### src/counter_defines.vh
// Constants for the signed counting core: codes, field widths and reset defaults
`ifndef COUNTER_DEFINES_VH
`define COUNTER_DEFINES_VH

// Reaction to the reference pulse
`define REF_NONE 2'h0
`define REF_SYNC 2'h1
`define REF_CAPTURE 2'h2

// Auxiliary input functions
`define AUX_GATE_LEVEL 3'h0
`define AUX_GATE_OPEN 3'h1
`define AUX_GATE_CLOSE 3'h2
`define AUX_SYNC 3'h3
`define AUX_REF_ENABLE 3'h4
`define AUX_CAPTURE 3'h5
`define AUX_NONE 3'h6

// Edge selection for edge-sensitive functions
`define EDGE_RISE 2'h0
`define EDGE_FALL 2'h1
`define EDGE_BOTH 2'h2

// Reset defaults
`define DEF_HI_LIMIT 32'h7fffffff
`define DEF_LO_LIMIT 32'h80000000
`define DEF_START_VALUE 32'h00000000
`define DEF_FUNC_0 `AUX_GATE_LEVEL
`define DEF_FUNC_1 `AUX_NONE
`define DEF_FUNC_2 `AUX_NONE
`define DEF_REF_MODE `REF_NONE
`define DEF_EDGE `EDGE_RISE
`define DEF_AUX_LOW 3'h0

// Auxiliary input count and field widths of the packed per-input fields
`define AUX_NUM 3
`define FUNC_W 3
`define EDGE_W 2

`endif

### src/signed_counter.v
// Signed up/down counting core with limits, gate, sync and capture
`timescale 1ns/1ps
`default_nettype none
`include "counter_defines.vh"

// Overview of operation
// - Reference pulse reaction: none, synchronize or capture; none after reset.
// - Reference synchronization happens once or periodically; once by default.
// - Capture latches once or periodically; once by default.
// - Programmable signed high limit, reset default 2147483647.
// - Programmable signed low limit, reset default -2147483648.
// - On limit crossing, stop or continue counting; continue by default.
// - On crossing reload opposite limit (default) or start value (default 0).
// - Gate opening loads start value or resumes; resume by default.
// - Each auxiliary input gets one of six functions or none.
// - After reset input 0 is level gate, inputs 1 and 2 have none.
// - Each auxiliary input has selectable active polarity, high by default.
// - Edge functions trigger on rising, falling or both edges.
// - After auxiliary capture keep count or load start value.
// - High and low limit crossings flag separately enabled events, off by default.
module signed_counter #(
  parameter WIDTH = 32
) (
  // Clock and reset
  input wire core_clk,
  input wire rst_n,
  // Count stream from the signal evaluation front end (same clock)
  input wire cnt_pulse,
  input wire cnt_up,
  input wire ref_pulse,
  // Auxiliary pins, asynchronous
  input wire aux_input_0,
  input wire aux_input_1,
  input wire aux_input_2,
  // Configuration, taken into the core on cfg_load
  input wire cfg_load,
  input wire [1:0] cfg_ref_mode,
  input wire cfg_sync_periodic,
  input wire cfg_capture_periodic,
  input wire [WIDTH-1:0] cfg_hi_limit,
  input wire [WIDTH-1:0] cfg_lo_limit,
  input wire [WIDTH-1:0] cfg_start_value,
  input wire cfg_stop_on_limit,
  input wire cfg_reload_start,
  input wire cfg_gate_load_start,
  input wire cfg_capture_load_start,
  input wire [8:0] cfg_aux_func,
  input wire [2:0] cfg_aux_low,
  input wire [5:0] cfg_aux_edge,
  input wire cfg_ovf_event_en,
  input wire cfg_unf_event_en,
  // Status
  input wire capture_ack,
  output reg [WIDTH-1:0] count_ff,
  output reg [WIDTH-1:0] capture_ff,
  output reg capture_new_ff,
  output reg gate_open_ff,
  output reg stopped_ff,
  output reg ovf_event_ff,
  output reg unf_event_ff
);

  // Latched configuration
  reg [1:0] ref_mode_ff;
  reg sync_periodic_ff;
  reg capture_periodic_ff;
  reg [WIDTH-1:0] hi_limit_ff;
  reg [WIDTH-1:0] lo_limit_ff;
  reg [WIDTH-1:0] start_value_ff;
  reg stop_on_limit_ff;
  reg reload_start_ff;
  reg gate_load_start_ff;
  reg capture_load_start_ff;
  reg [8:0] aux_func_ff;
  reg [2:0] aux_low_ff;
  reg [5:0] aux_edge_ff;
  reg ovf_en_ff;
  reg unf_en_ff;

  // Input synchronisers and edge history
  reg [2:0] aux_meta_ff;
  reg [2:0] aux_sync_ff;
  reg [2:0] aux_prev_ff;

  // Arming, pending sync and gate state
  reg sync_armed_ff;
  reg capture_armed_ff;
  reg sync_req_ff;
  reg gate_edge_ff;

  reg [2:0] aux_act;
  reg [2:0] aux_prev_act;
  reg [2:0] aux_hit;
  reg level_gate_used;
  reg level_gate_on;
  reg edge_gate_used;
  reg gate_open_req;
  reg gate_close_req;
  reg ref_enable_used;
  reg ref_enable_on;
  reg aux_sync_hit;
  reg aux_capture_hit;
  reg gate_now;
  reg ref_ok;
  reg sync_det;
  reg capture_det;
  reg nxt_gate_edge;
  reg [WIDTH-1:0] nxt_count;
  reg nxt_stopped;
  reg nxt_ovf;
  reg nxt_unf;
  integer i;

  // Selected edge of an active-level signal
  function edge_hit;
    input [1:0] sel;
    input cur;
    input prev;
    begin
      case (sel)
        `EDGE_RISE: edge_hit = cur & ~prev;
        `EDGE_FALL: edge_hit = ~cur & prev;
        `EDGE_BOTH: edge_hit = cur ^ prev;
        default: edge_hit = 1'b0;
      endcase
    end
  endfunction

  always @(posedge core_clk or negedge rst_n) begin
    if (!rst_n) begin
      ref_mode_ff <= `DEF_REF_MODE;
      sync_periodic_ff <= 1'b0;
      capture_periodic_ff <= 1'b0;
      hi_limit_ff <= `DEF_HI_LIMIT;
      lo_limit_ff <= `DEF_LO_LIMIT;
      start_value_ff <= `DEF_START_VALUE;
      stop_on_limit_ff <= 1'b0;
      reload_start_ff <= 1'b0;
      gate_load_start_ff <= 1'b0;
      capture_load_start_ff <= 1'b0;
      aux_func_ff <= {`DEF_FUNC_2, `DEF_FUNC_1, `DEF_FUNC_0};
      aux_low_ff <= `DEF_AUX_LOW;
      aux_edge_ff <= {`DEF_EDGE, `DEF_EDGE, `DEF_EDGE};
      ovf_en_ff <= 1'b0;
      unf_en_ff <= 1'b0;
    end else if (cfg_load) begin
      ref_mode_ff <= cfg_ref_mode;
      sync_periodic_ff <= cfg_sync_periodic;
      capture_periodic_ff <= cfg_capture_periodic;
      hi_limit_ff <= cfg_hi_limit;
      lo_limit_ff <= cfg_lo_limit;
      start_value_ff <= cfg_start_value;
      stop_on_limit_ff <= cfg_stop_on_limit;
      reload_start_ff <= cfg_reload_start;
      gate_load_start_ff <= cfg_gate_load_start;
      capture_load_start_ff <= cfg_capture_load_start;
      aux_func_ff <= cfg_aux_func;
      aux_low_ff <= cfg_aux_low;
      aux_edge_ff <= cfg_aux_edge;
      ovf_en_ff <= cfg_ovf_event_en;
      unf_en_ff <= cfg_unf_event_en;
    end
  end

  // Pins are asynchronous; only the second and third stages feed logic
  always @(posedge core_clk or negedge rst_n) begin
    if (!rst_n) begin
      aux_meta_ff <= 3'h0;
      aux_sync_ff <= 3'h0;
      aux_prev_ff <= 3'h0;
    end else begin
      aux_meta_ff <= {aux_input_2, aux_input_1, aux_input_0};
      aux_sync_ff <= aux_meta_ff;
      aux_prev_ff <= aux_sync_ff;
    end
  end

  // Auxiliary function decode
  always @* begin
    aux_act = aux_sync_ff ^ aux_low_ff;
    aux_prev_act = aux_prev_ff ^ aux_low_ff;
    level_gate_used = 1'b0;
    level_gate_on = 1'b0;
    edge_gate_used = 1'b0;
    gate_open_req = 1'b0;
    gate_close_req = 1'b0;
    ref_enable_used = 1'b0;
    ref_enable_on = 1'b0;
    aux_sync_hit = 1'b0;
    aux_capture_hit = 1'b0;
    for (i = 0; i < `AUX_NUM; i = i + 1) begin
      aux_hit[i] = edge_hit(aux_edge_ff[i*`EDGE_W +: `EDGE_W], aux_act[i],
        aux_prev_act[i]);
      case (aux_func_ff[i*`FUNC_W +: `FUNC_W])
        `AUX_GATE_LEVEL: begin
          level_gate_used = 1'b1;
          level_gate_on = level_gate_on | aux_act[i];
        end
        `AUX_GATE_OPEN: begin
          edge_gate_used = 1'b1;
          gate_open_req = gate_open_req | aux_hit[i];
        end
        `AUX_GATE_CLOSE: begin
          edge_gate_used = 1'b1;
          gate_close_req = gate_close_req | aux_hit[i];
        end
        `AUX_SYNC: aux_sync_hit = aux_sync_hit | aux_hit[i];
        `AUX_REF_ENABLE: begin
          ref_enable_used = 1'b1;
          ref_enable_on = ref_enable_on | aux_act[i];
        end
        `AUX_CAPTURE: aux_capture_hit = aux_capture_hit | aux_hit[i];
        default: ;
      endcase
    end
  end

  // Gate, sync and capture qualification
  always @* begin
    // Close wins over open when both edges land together
    nxt_gate_edge = gate_close_req ? 1'b0 : (gate_open_req ? 1'b1 : gate_edge_ff);
    if (level_gate_used && edge_gate_used)
      gate_now = level_gate_on & nxt_gate_edge;
    else if (level_gate_used)
      gate_now = level_gate_on;
    else if (edge_gate_used)
      gate_now = nxt_gate_edge;
    else
      gate_now = 1'b1;
    ref_ok = ref_pulse & (~ref_enable_used | ref_enable_on);
    sync_det = sync_armed_ff & (aux_sync_hit |
      (ref_ok & (ref_mode_ff == `REF_SYNC)));
    capture_det = capture_armed_ff & (aux_capture_hit |
      (ref_ok & (ref_mode_ff == `REF_CAPTURE)));
  end

  // Next count: sync load, capture load, gate start load, then counting
  always @* begin
    nxt_count = count_ff;
    nxt_stopped = stopped_ff;
    nxt_ovf = 1'b0;
    nxt_unf = 1'b0;
    if (gate_now && !gate_open_ff)
      nxt_stopped = 1'b0;
    if (sync_req_ff) begin
      nxt_count = start_value_ff;
    end else if (capture_det && aux_capture_hit && capture_load_start_ff) begin
      nxt_count = start_value_ff;
    end else if (gate_now && !gate_open_ff && gate_load_start_ff) begin
      nxt_count = start_value_ff;
    end else if (gate_now && !stopped_ff && cnt_pulse) begin
      if (cnt_up && ($signed(count_ff) >= $signed(hi_limit_ff))) begin
        nxt_count = reload_start_ff ? start_value_ff : lo_limit_ff;
        nxt_stopped = stop_on_limit_ff;
        nxt_ovf = ovf_en_ff;
      end else if (!cnt_up && ($signed(count_ff) <= $signed(lo_limit_ff))) begin
        nxt_count = reload_start_ff ? start_value_ff : hi_limit_ff;
        nxt_stopped = stop_on_limit_ff;
        nxt_unf = unf_en_ff;
      end else begin
        nxt_count = cnt_up ? count_ff + 1'b1 : count_ff - 1'b1;
      end
    end
  end

  always @(posedge core_clk or negedge rst_n) begin
    if (!rst_n) begin
      count_ff <= `DEF_START_VALUE;
      capture_ff <= `DEF_START_VALUE;
      capture_new_ff <= 1'b0;
      gate_open_ff <= 1'b0;
      gate_edge_ff <= 1'b0;
      stopped_ff <= 1'b0;
      ovf_event_ff <= 1'b0;
      unf_event_ff <= 1'b0;
      sync_req_ff <= 1'b0;
      sync_armed_ff <= 1'b1;
      capture_armed_ff <= 1'b1;
    end else begin
      count_ff <= nxt_count;
      stopped_ff <= nxt_stopped;
      ovf_event_ff <= nxt_ovf;
      unf_event_ff <= nxt_unf;
      gate_open_ff <= gate_now;
      gate_edge_ff <= nxt_gate_edge;
      sync_req_ff <= sync_det;
      // A new configuration re-arms the once-only functions
      if (cfg_load)
        sync_armed_ff <= 1'b1;
      else if (sync_det && !sync_periodic_ff)
        sync_armed_ff <= 1'b0;
      if (cfg_load)
        capture_armed_ff <= 1'b1;
      else if (capture_det && !capture_periodic_ff)
        capture_armed_ff <= 1'b0;
      if (capture_det)
        capture_ff <= count_ff;
      // Set wins over acknowledge so no capture is lost
      if (capture_det)
        capture_new_ff <= 1'b1;
      else if (capture_ack)
        capture_new_ff <= 1'b0;
    end
  end

endmodule // signed_counter
`default_nettype wire

### config.mk
export PLATFORM = sky130hd
export DESIGN_NAME = signed_counter
export DESIGN_NICKNAME = d
export VERILOG_FILES = /design/src/signed_counter.v
export VERILOG_INCLUDE_DIRS = /design/src
export SDC_FILE = /design/constraint.sdc
export NUM_CORES = 1
export LEC_CHECK = 0
export BUFFER_PORTS_ARGS = -buffer_cell sky130_fd_sc_hd__buf_2
export CORE_ASPECT_RATIO = 1.1
export CORE_MARGIN = 2
export CORE_UTILIZATION = 45
export CTS_CLUSTER_DIAMETER = 100
export CTS_CLUSTER_SIZE = 25
export DETAILED_ROUTE_END_ITERATION = 16
export PLACE_DENSITY = 0.67
export SLEW_MARGIN = 5
export SYNTH_ARGS = -nofsm -noshare
export SYNTH_HDL_FRONTEND = slang
export SYNTH_SLANG_ARGS = --single-unit
### constraint.sdc
create_clock -name core_clk -period 3.2 [get_ports core_clk]
set_input_delay 0.64 -clock core_clk [delete_from_list [all_inputs] [get_ports core_clk]]
set_output_delay 0.64 -clock core_clk [all_outputs]
set_load 0.005 [all_outputs]
======== After elaboration in Yosys (flattened, before gate mapping) ========
Cells that the tools add are included.
cells by class
  bitwise gates (word level) .............. 39
  $add $sub $neg .......................... 2
  equal/unequal tests ..................... 23
  $lt $le $gt $ge ......................... 2
  reductions and logical operators ........ 29
  mux-type cells .......................... 68
operators with widths
  operator                 count
  $mux W32                 9
  $mux W1                  56
  $add A32 B1 Y32 const B  1
  $ge A32 B32 Y1           1
  $le A32 B32 Y1           1
  $sub A32 B1 Y32 const B  1
  $eq A3 B2 Y1 const B     6
  $eq A3 B3 Y1 const B     6
  $or A1 B1 Y1             15
  $and A1 B1 Y1            12
  $logic_and A1 B1 Y1      11
  $eq A3 B1 Y1 const B     3
  $logic_not A3 Y1         3
  $pmux W1 S3              3
  $eq A2 B1 Y1 const B     4
  $eq A2 B2 Y1 const B     4
  $not A1 Y1               7
  $logic_not A2 Y1         3
  $reduce_bool A2 Y1       3
  $reduce_or A2 Y1         3
  $xor A3 B3 Y3            2
  $logic_not A1 Y1         5
  $reduce_bool A4 Y1       1
  $xor A1 B1 Y1            3
word-level totals
  word-level logic and storage cells ...... 192
  output and inout bits ................... 69
  register bits after elaboration ......... 206
  input port bits ......................... 134

======== Depth between registers and ports, before layout ========
  depth after elaboration ................. 22
  gate-level depth with buffers ........... 15
  mapped depth without buffers ............ 14

======== Worst setup path after synthesis ========
No wires, ideal clock.
  path kind ............................... input port to flip-flop
  start ................................... input port cnt_up
  end ..................................... register count_ff[29]
  arrival ................................. 3541 ps
  stages .................................. 11
  slack ................................... -467 ps
  buffers on the path ..................... 0
  path through ............................ inv_1 ha_1 and4_1 a21o_1 a2111o_1 a21oi_1 o211a_1 or2_1 o21ai_0 xor2_1 a221o_1
between the ends
  word-level cells in the longest chain between the ends .. 8
  elaborated cells on any way between the ends .. 10
RTL lines
  item                  line                  RTL
  from (decl)           signed_counter.v:29   input wire cnt_up,
  $logic_not A1 Y1      signed_counter.v:256  end else if (!cnt_up && ($signed(count_ff) <= $signed(lo_limit_ff))) begin
  $logic_and A1 B1 Y1   signed_counter.v:256
  $mux W32              signed_counter.v:256
  $mux W32 (*)          signed_counter.v:252  if (cnt_up && ($signed(count_ff) >= $signed(hi_limit_ff))) begin
  $mux W32 (*)          signed_counter.v:251  end else if (gate_now && !stopped_ff && cnt_pulse) begin
  $mux W32 (*)          signed_counter.v:249  end else if (gate_now && !gate_open_ff && gate_load_start_ff) begin
  $mux W32 (*)          signed_counter.v:247  end else if (capture_det && aux_capture_hit && capture_load_start_ff) begin
  $mux W32 (*)          signed_counter.v:245  if (sync_req_ff) begin
  to (signal assigned)  signed_counter.v:268  count_ff <= `DEF_START_VALUE;
  to (signal assigned)  signed_counter.v:280  count_ff <= nxt_count;
  to (decl)             signed_counter.v:54   output reg [WIDTH-1:0] count_ff,
Every way passes the cells marked *; elsewhere a longest branch is shown, timed or not. The select of a mux whose other input is x is not followed.
A chain may end at the register's enable or synchronous reset.

======== Final worst setup path ========
  start ................................... register aux_low_ff[0]
  end ..................................... register count_ff[28]
between the ends
  word-level cells in the longest chain between the ends .. 19
  elaborated cells on any way between the ends .. 54
RTL lines
  item                                     line                                        RTL
  from (decl)                              signed_counter.v:75                         reg [2:0] aux_low_ff;
  from (signal assigned)                   signed_counter.v:142                        aux_low_ff <= `DEF_AUX_LOW;
  from (signal assigned)                   signed_counter.v:158                        aux_low_ff <= cfg_aux_low;
  $xor A3 B3 Y3, on equally long branches  signed_counter.v:180, signed_counter.v:181
  $not A1 Y1, on equally long branches     signed_counter.v:122, signed_counter.v:121
  $and A1 B1 Y1, on equally long branches  signed_counter.v:122, signed_counter.v:121
  $pmux W1 S3 (*)                          signed_counter.v:120                        case (sel)
  $mux W1                                  signed_counter.v:194                        case (aux_func_ff[i*`FUNC_W +: `FUNC_W])
  $or A1 B1 Y1                             signed_counter.v:201                        gate_open_req = gate_open_req | aux_hit[i];
  $mux W1                                  signed_counter.v:194
  $or A1 B1 Y1                             signed_counter.v:201
  [... 3 more ...]                         --
  via nxt_gate_edge                        signed_counter.v:107                        reg nxt_gate_edge;
  $mux W1                                  signed_counter.v:226                        else if (edge_gate_used)
  $mux W1                                  signed_counter.v:224                        else if (level_gate_used)
  $mux W1 (*)                              signed_counter.v:222                        if (level_gate_used && edge_gate_used)
  $logic_and A1 B1 Y1 (2 in a row)         signed_counter.v:249
  $mux W32                                 signed_counter.v:249
  $mux W32                                 signed_counter.v:247
  $mux W32                                 signed_counter.v:245
Mark *: on every way through the listed nets, which the timed path passes. The rest lies on a longest branch.

==> impl_metrics.csv <==
group,metric,value,unit
worst_setup_path,crit_type,"reg2reg",
global_routing,grt_use_total,24.6,%
timing,rsz0062_at_grt,"yes",
job,cap_violations,0,
drt,via_count,10700,
synthesis,seq_area_frac_synth,42.3,%
clock_network,cts_hold_buf,0,
timing,fin_crit,3.36,ns
drt,drt_wl_total,35900,um
worst_setup_path,critPathMaxFanout,5,
floorplanning,die_x,162,um
worst_setup_path,timing.rr.start,"aux_low_ff[0]$_DFFE_PN0P_",
finish,postLayoutCellArea,15200,um^2
synthesis,ys_ff_latch,206,
placed_design,gp_congestion,0.935,
timing,setup_violations,23,
clock_network,cts_buffers,12,
drt,highest_layer,"met4",
floorplanning,fp.dieH,177,um
drt,dr_wl_met2,17000,um
placed_design,io_buffers,202,
global_routing,overflow,0,
drt,drt_iter0_markers,954,
worst_setup_path,crit_family,"compound AO/OA/AOI/OAI gates",
clock_network,cts_max_path_buffers,3,
drt,wl_met3,2170,um
clock_network,cts-root-buf,"clkbuf_16",
finish,seq_area,5210,um^2
worst_setup_path,worstSetupStartpoint,"aux_low_ff[0]$_DFFE_PN0P_",
run_status,status,"finished, violations left",
worst_setup_path,crit_buf_inv,4,
floorplanning,core,26900,um^2
pwr,finalPower,11.9,mW
worst_setup_path,worst_setup_path_end_kind,"register",
drt,drc,0,
worst_setup_path,worst_ep_arrival_time,3.71,ns
placed_design,placed_cell_area,14500,um^2
placed_design,pre_cts_ws,-0.118,ns
global_routing,grt_max_degree,70,
worst_setup_path,critPathMaxStageDelay,0.46,ns
synthesis,syn_area,12300,um^2
pwr,ir_drop,0.000474,V
clock_network,h-tree-depth,1,
clock_network,cts_tree,"done",
worst_setup_path,crit_path_start_kind,"register",
synthesis,syn_nets,1506,
global_routing,grt_first_pass_wirelength,56300,um
synthesis,netlist_top_cells_count,"dfrtp_1 (168), nand2_1 (166), o21ai_0 (110)",
synthesis,synth-edff-count,0,
pwr,p_per_area,786,nW/um^2
drt,drt-pass1-iter-count,7,
floorplanning,num_rows,63,
finish,synthToLayoutAreaGrowth,23.5,%
synthesis,yosysWarnings,0,
drt,via_per_inst,5.66,
timing,relSlewSlack,55.1,%
clock_network,cts.sinks,206,
worst_setup_path,cp.required,3.55,ns
finish,nets,1767,
placed_design,dp_hpwl,26800,um
timing,drv_slew,0,
synthesis,synth_area_leader_cell,"dfrtp_1",
worst_setup_path,critPathSlowestCell,"dfrtp_2",
drt,met1_length,16000,um
clock_network,clk-insertion-delay-late,0.49,ns
worst_setup_path,cp.depth,15,
global_routing,antenna_found_initial,1,
synthesis,synthMostInstantiatedCell,"dfrtp_1",
drt,antenna_left,0,
min_path,hold_class,"in2async",
synthesis,synth_area_leaders,"dfrtp_1 (34%), ha_1 (10%), dfstp_2 (8.1%), mux2_2 (7.9%), nand2_1 (5.1%)",
timing,layout_setup_ws,-0.156,ns
floorplanning,dieArea,28600,um^2
timing,worst_pin_slew,0.667,ns
worst_setup_path,rr_worst_depth,15,
clock_network,cts.clk_slew.worst_paths,0.10,ns
placed_design,place_inst,1862,
synthesis,async_flop_share,100,%
worst_setup_path,path_cells,"xor2_2 -> inv_1 -> ha_2 -> nor2b_1 -> a211o_1 -> a41oi_2 -> a31oi_1 -> o21ai_2 -> inv_2 -> o211ai_1 -> buf_4 -> o311ai_4 -> clkbuf_16 -> a222oi_1 -> o21ai_1",
floorplanning,io_pins,203,
timing,fin_tns_setup,-1.59,ns
finish,final-instance-count-excl-fill,1895,
drt,wl_per_cell,19.0,um
timing,hold_ws,0.155,ns
finish,multiInputGateArea,6860,um^2
finish,fillers,2394,
finish,fin_util,56.5,%
timing,finClkSkew,0.0240,ns
synthesis,synth.avg_cell_area,9.67,um^2
timing,finalCritPeriodShare,105,%
synthesis,synth_flop_cell,"dfrtp_1",
global_routing,grt_pass1_vias,10700,
pwr,p_leak,7.29,nW
floorplanning,start_util,45.7,%
run_status,violations,"negative setup slack",
synthesis,synthCells,1271,
finish,drive_above_1_share,32.5,%
timing,finalHoldViolCount,0,
timing,max_freq,0.298,GHz
synthesis,ys_types,72,
synthesis,synth_top_area_share,34.2,%
repair_timing:
action,CTS,global route
buffers inserted,0,12
pin swaps,2,29
gates resized for setup,3,40
setup endpoints to repair,25,33
gates cloned,0,1
power breakdown:
part / internal, mW / leakage (nW) / total, mW / switching, mW
Sequential: 3.20 / 2.43 / 3.88 / 0.672
Combinational: 3.05 / 4.69 / 6.37 / 3.32
Clock: 0.767 / 0.173 / 1.67 / 0.906
Total: 7.02 / 7.29 / 11.9 / 4.90
state kept, by name (all words and copies together), names as in the netlist, 6 cells and up:
name	flops
lo_limit_ff	32
aux_edge_ff	6
count_ff	32
capture_ff	32
hi_limit_ff	32
aux_func_ff	9
start_value_ff	32
metal layers:
metal	vias to the layer above	GRT usage, %
met3	59	3.06
met1	5182	33.9
met5	-	0
met4	0	6.70
li1	5081	-
met2	404	41.0
layout make-up:
class	instances	share of cell area, %
Inverter	97	2.42
Antenna cell	1	0.0165
Timing Repair Buffer	302	12.7
Clock inverter	1	0.107
Tap cell	357	2.94
Multi-Input combinational cell	913	45.2
Clock buffer	18	2.27
Sequential cell	206	34.3
path summary, 6_finish.rpt:
path	slack (ns)	end
worst max-delay path	-0.16	count_ff[28]$_DFFE_PN0P_
worst min-delay path	0.15	aux_sync_ff[1]$_DFF_PN0_
worst max register to register	-0.16	count_ff[28]$_DFFE_PN0P_
worst min register to register	0.37	aux_sync_ff[1]$_DFF_PN0_
max in group asynchronous	2.24	hi_limit_ff[21]$_DFFE_PN1P_
min in group core_clk	0.25	aux_meta_ff[1]$_DFF_PN0_
cell usage in the layout (no fill, tap or decap), types with 8 or more instances in the layout:
cell	instances
nand4_1	32
ha_4	13
a21oi_1	68
xnor2_1	23
inv_1	95
nand2b_1	8
xor2_1	10
clkbuf_16	14
dfrtp_1	164
dfstp_2	38
ha_1	85
o21ai_1	15
nor2b_1	14
nor2_1	33
mux2i_1	16
a21o_1	34
mux2_2	86
o211ai_1	16
nand3_1	19
buf_2	200
o221ai_1	10
nand2_1	163
nor3_1	10
a222oi_1	12
o21ai_0	108
buf_4	85
buf_12	9
cells by family after synthesis:
kind of cell	after synthesis	share of synthesized area, %
AOI/OAI and AO/OA	340	17.8
xor gates and xnor gates	37	2.64
adders and majority gates	101	10.3
buffers and inverters	152	4.86
DFF	206	42.3
muxes	102	9.18
and+or+nand+nor	333	12.9
(Power assumes the default switching activity.)
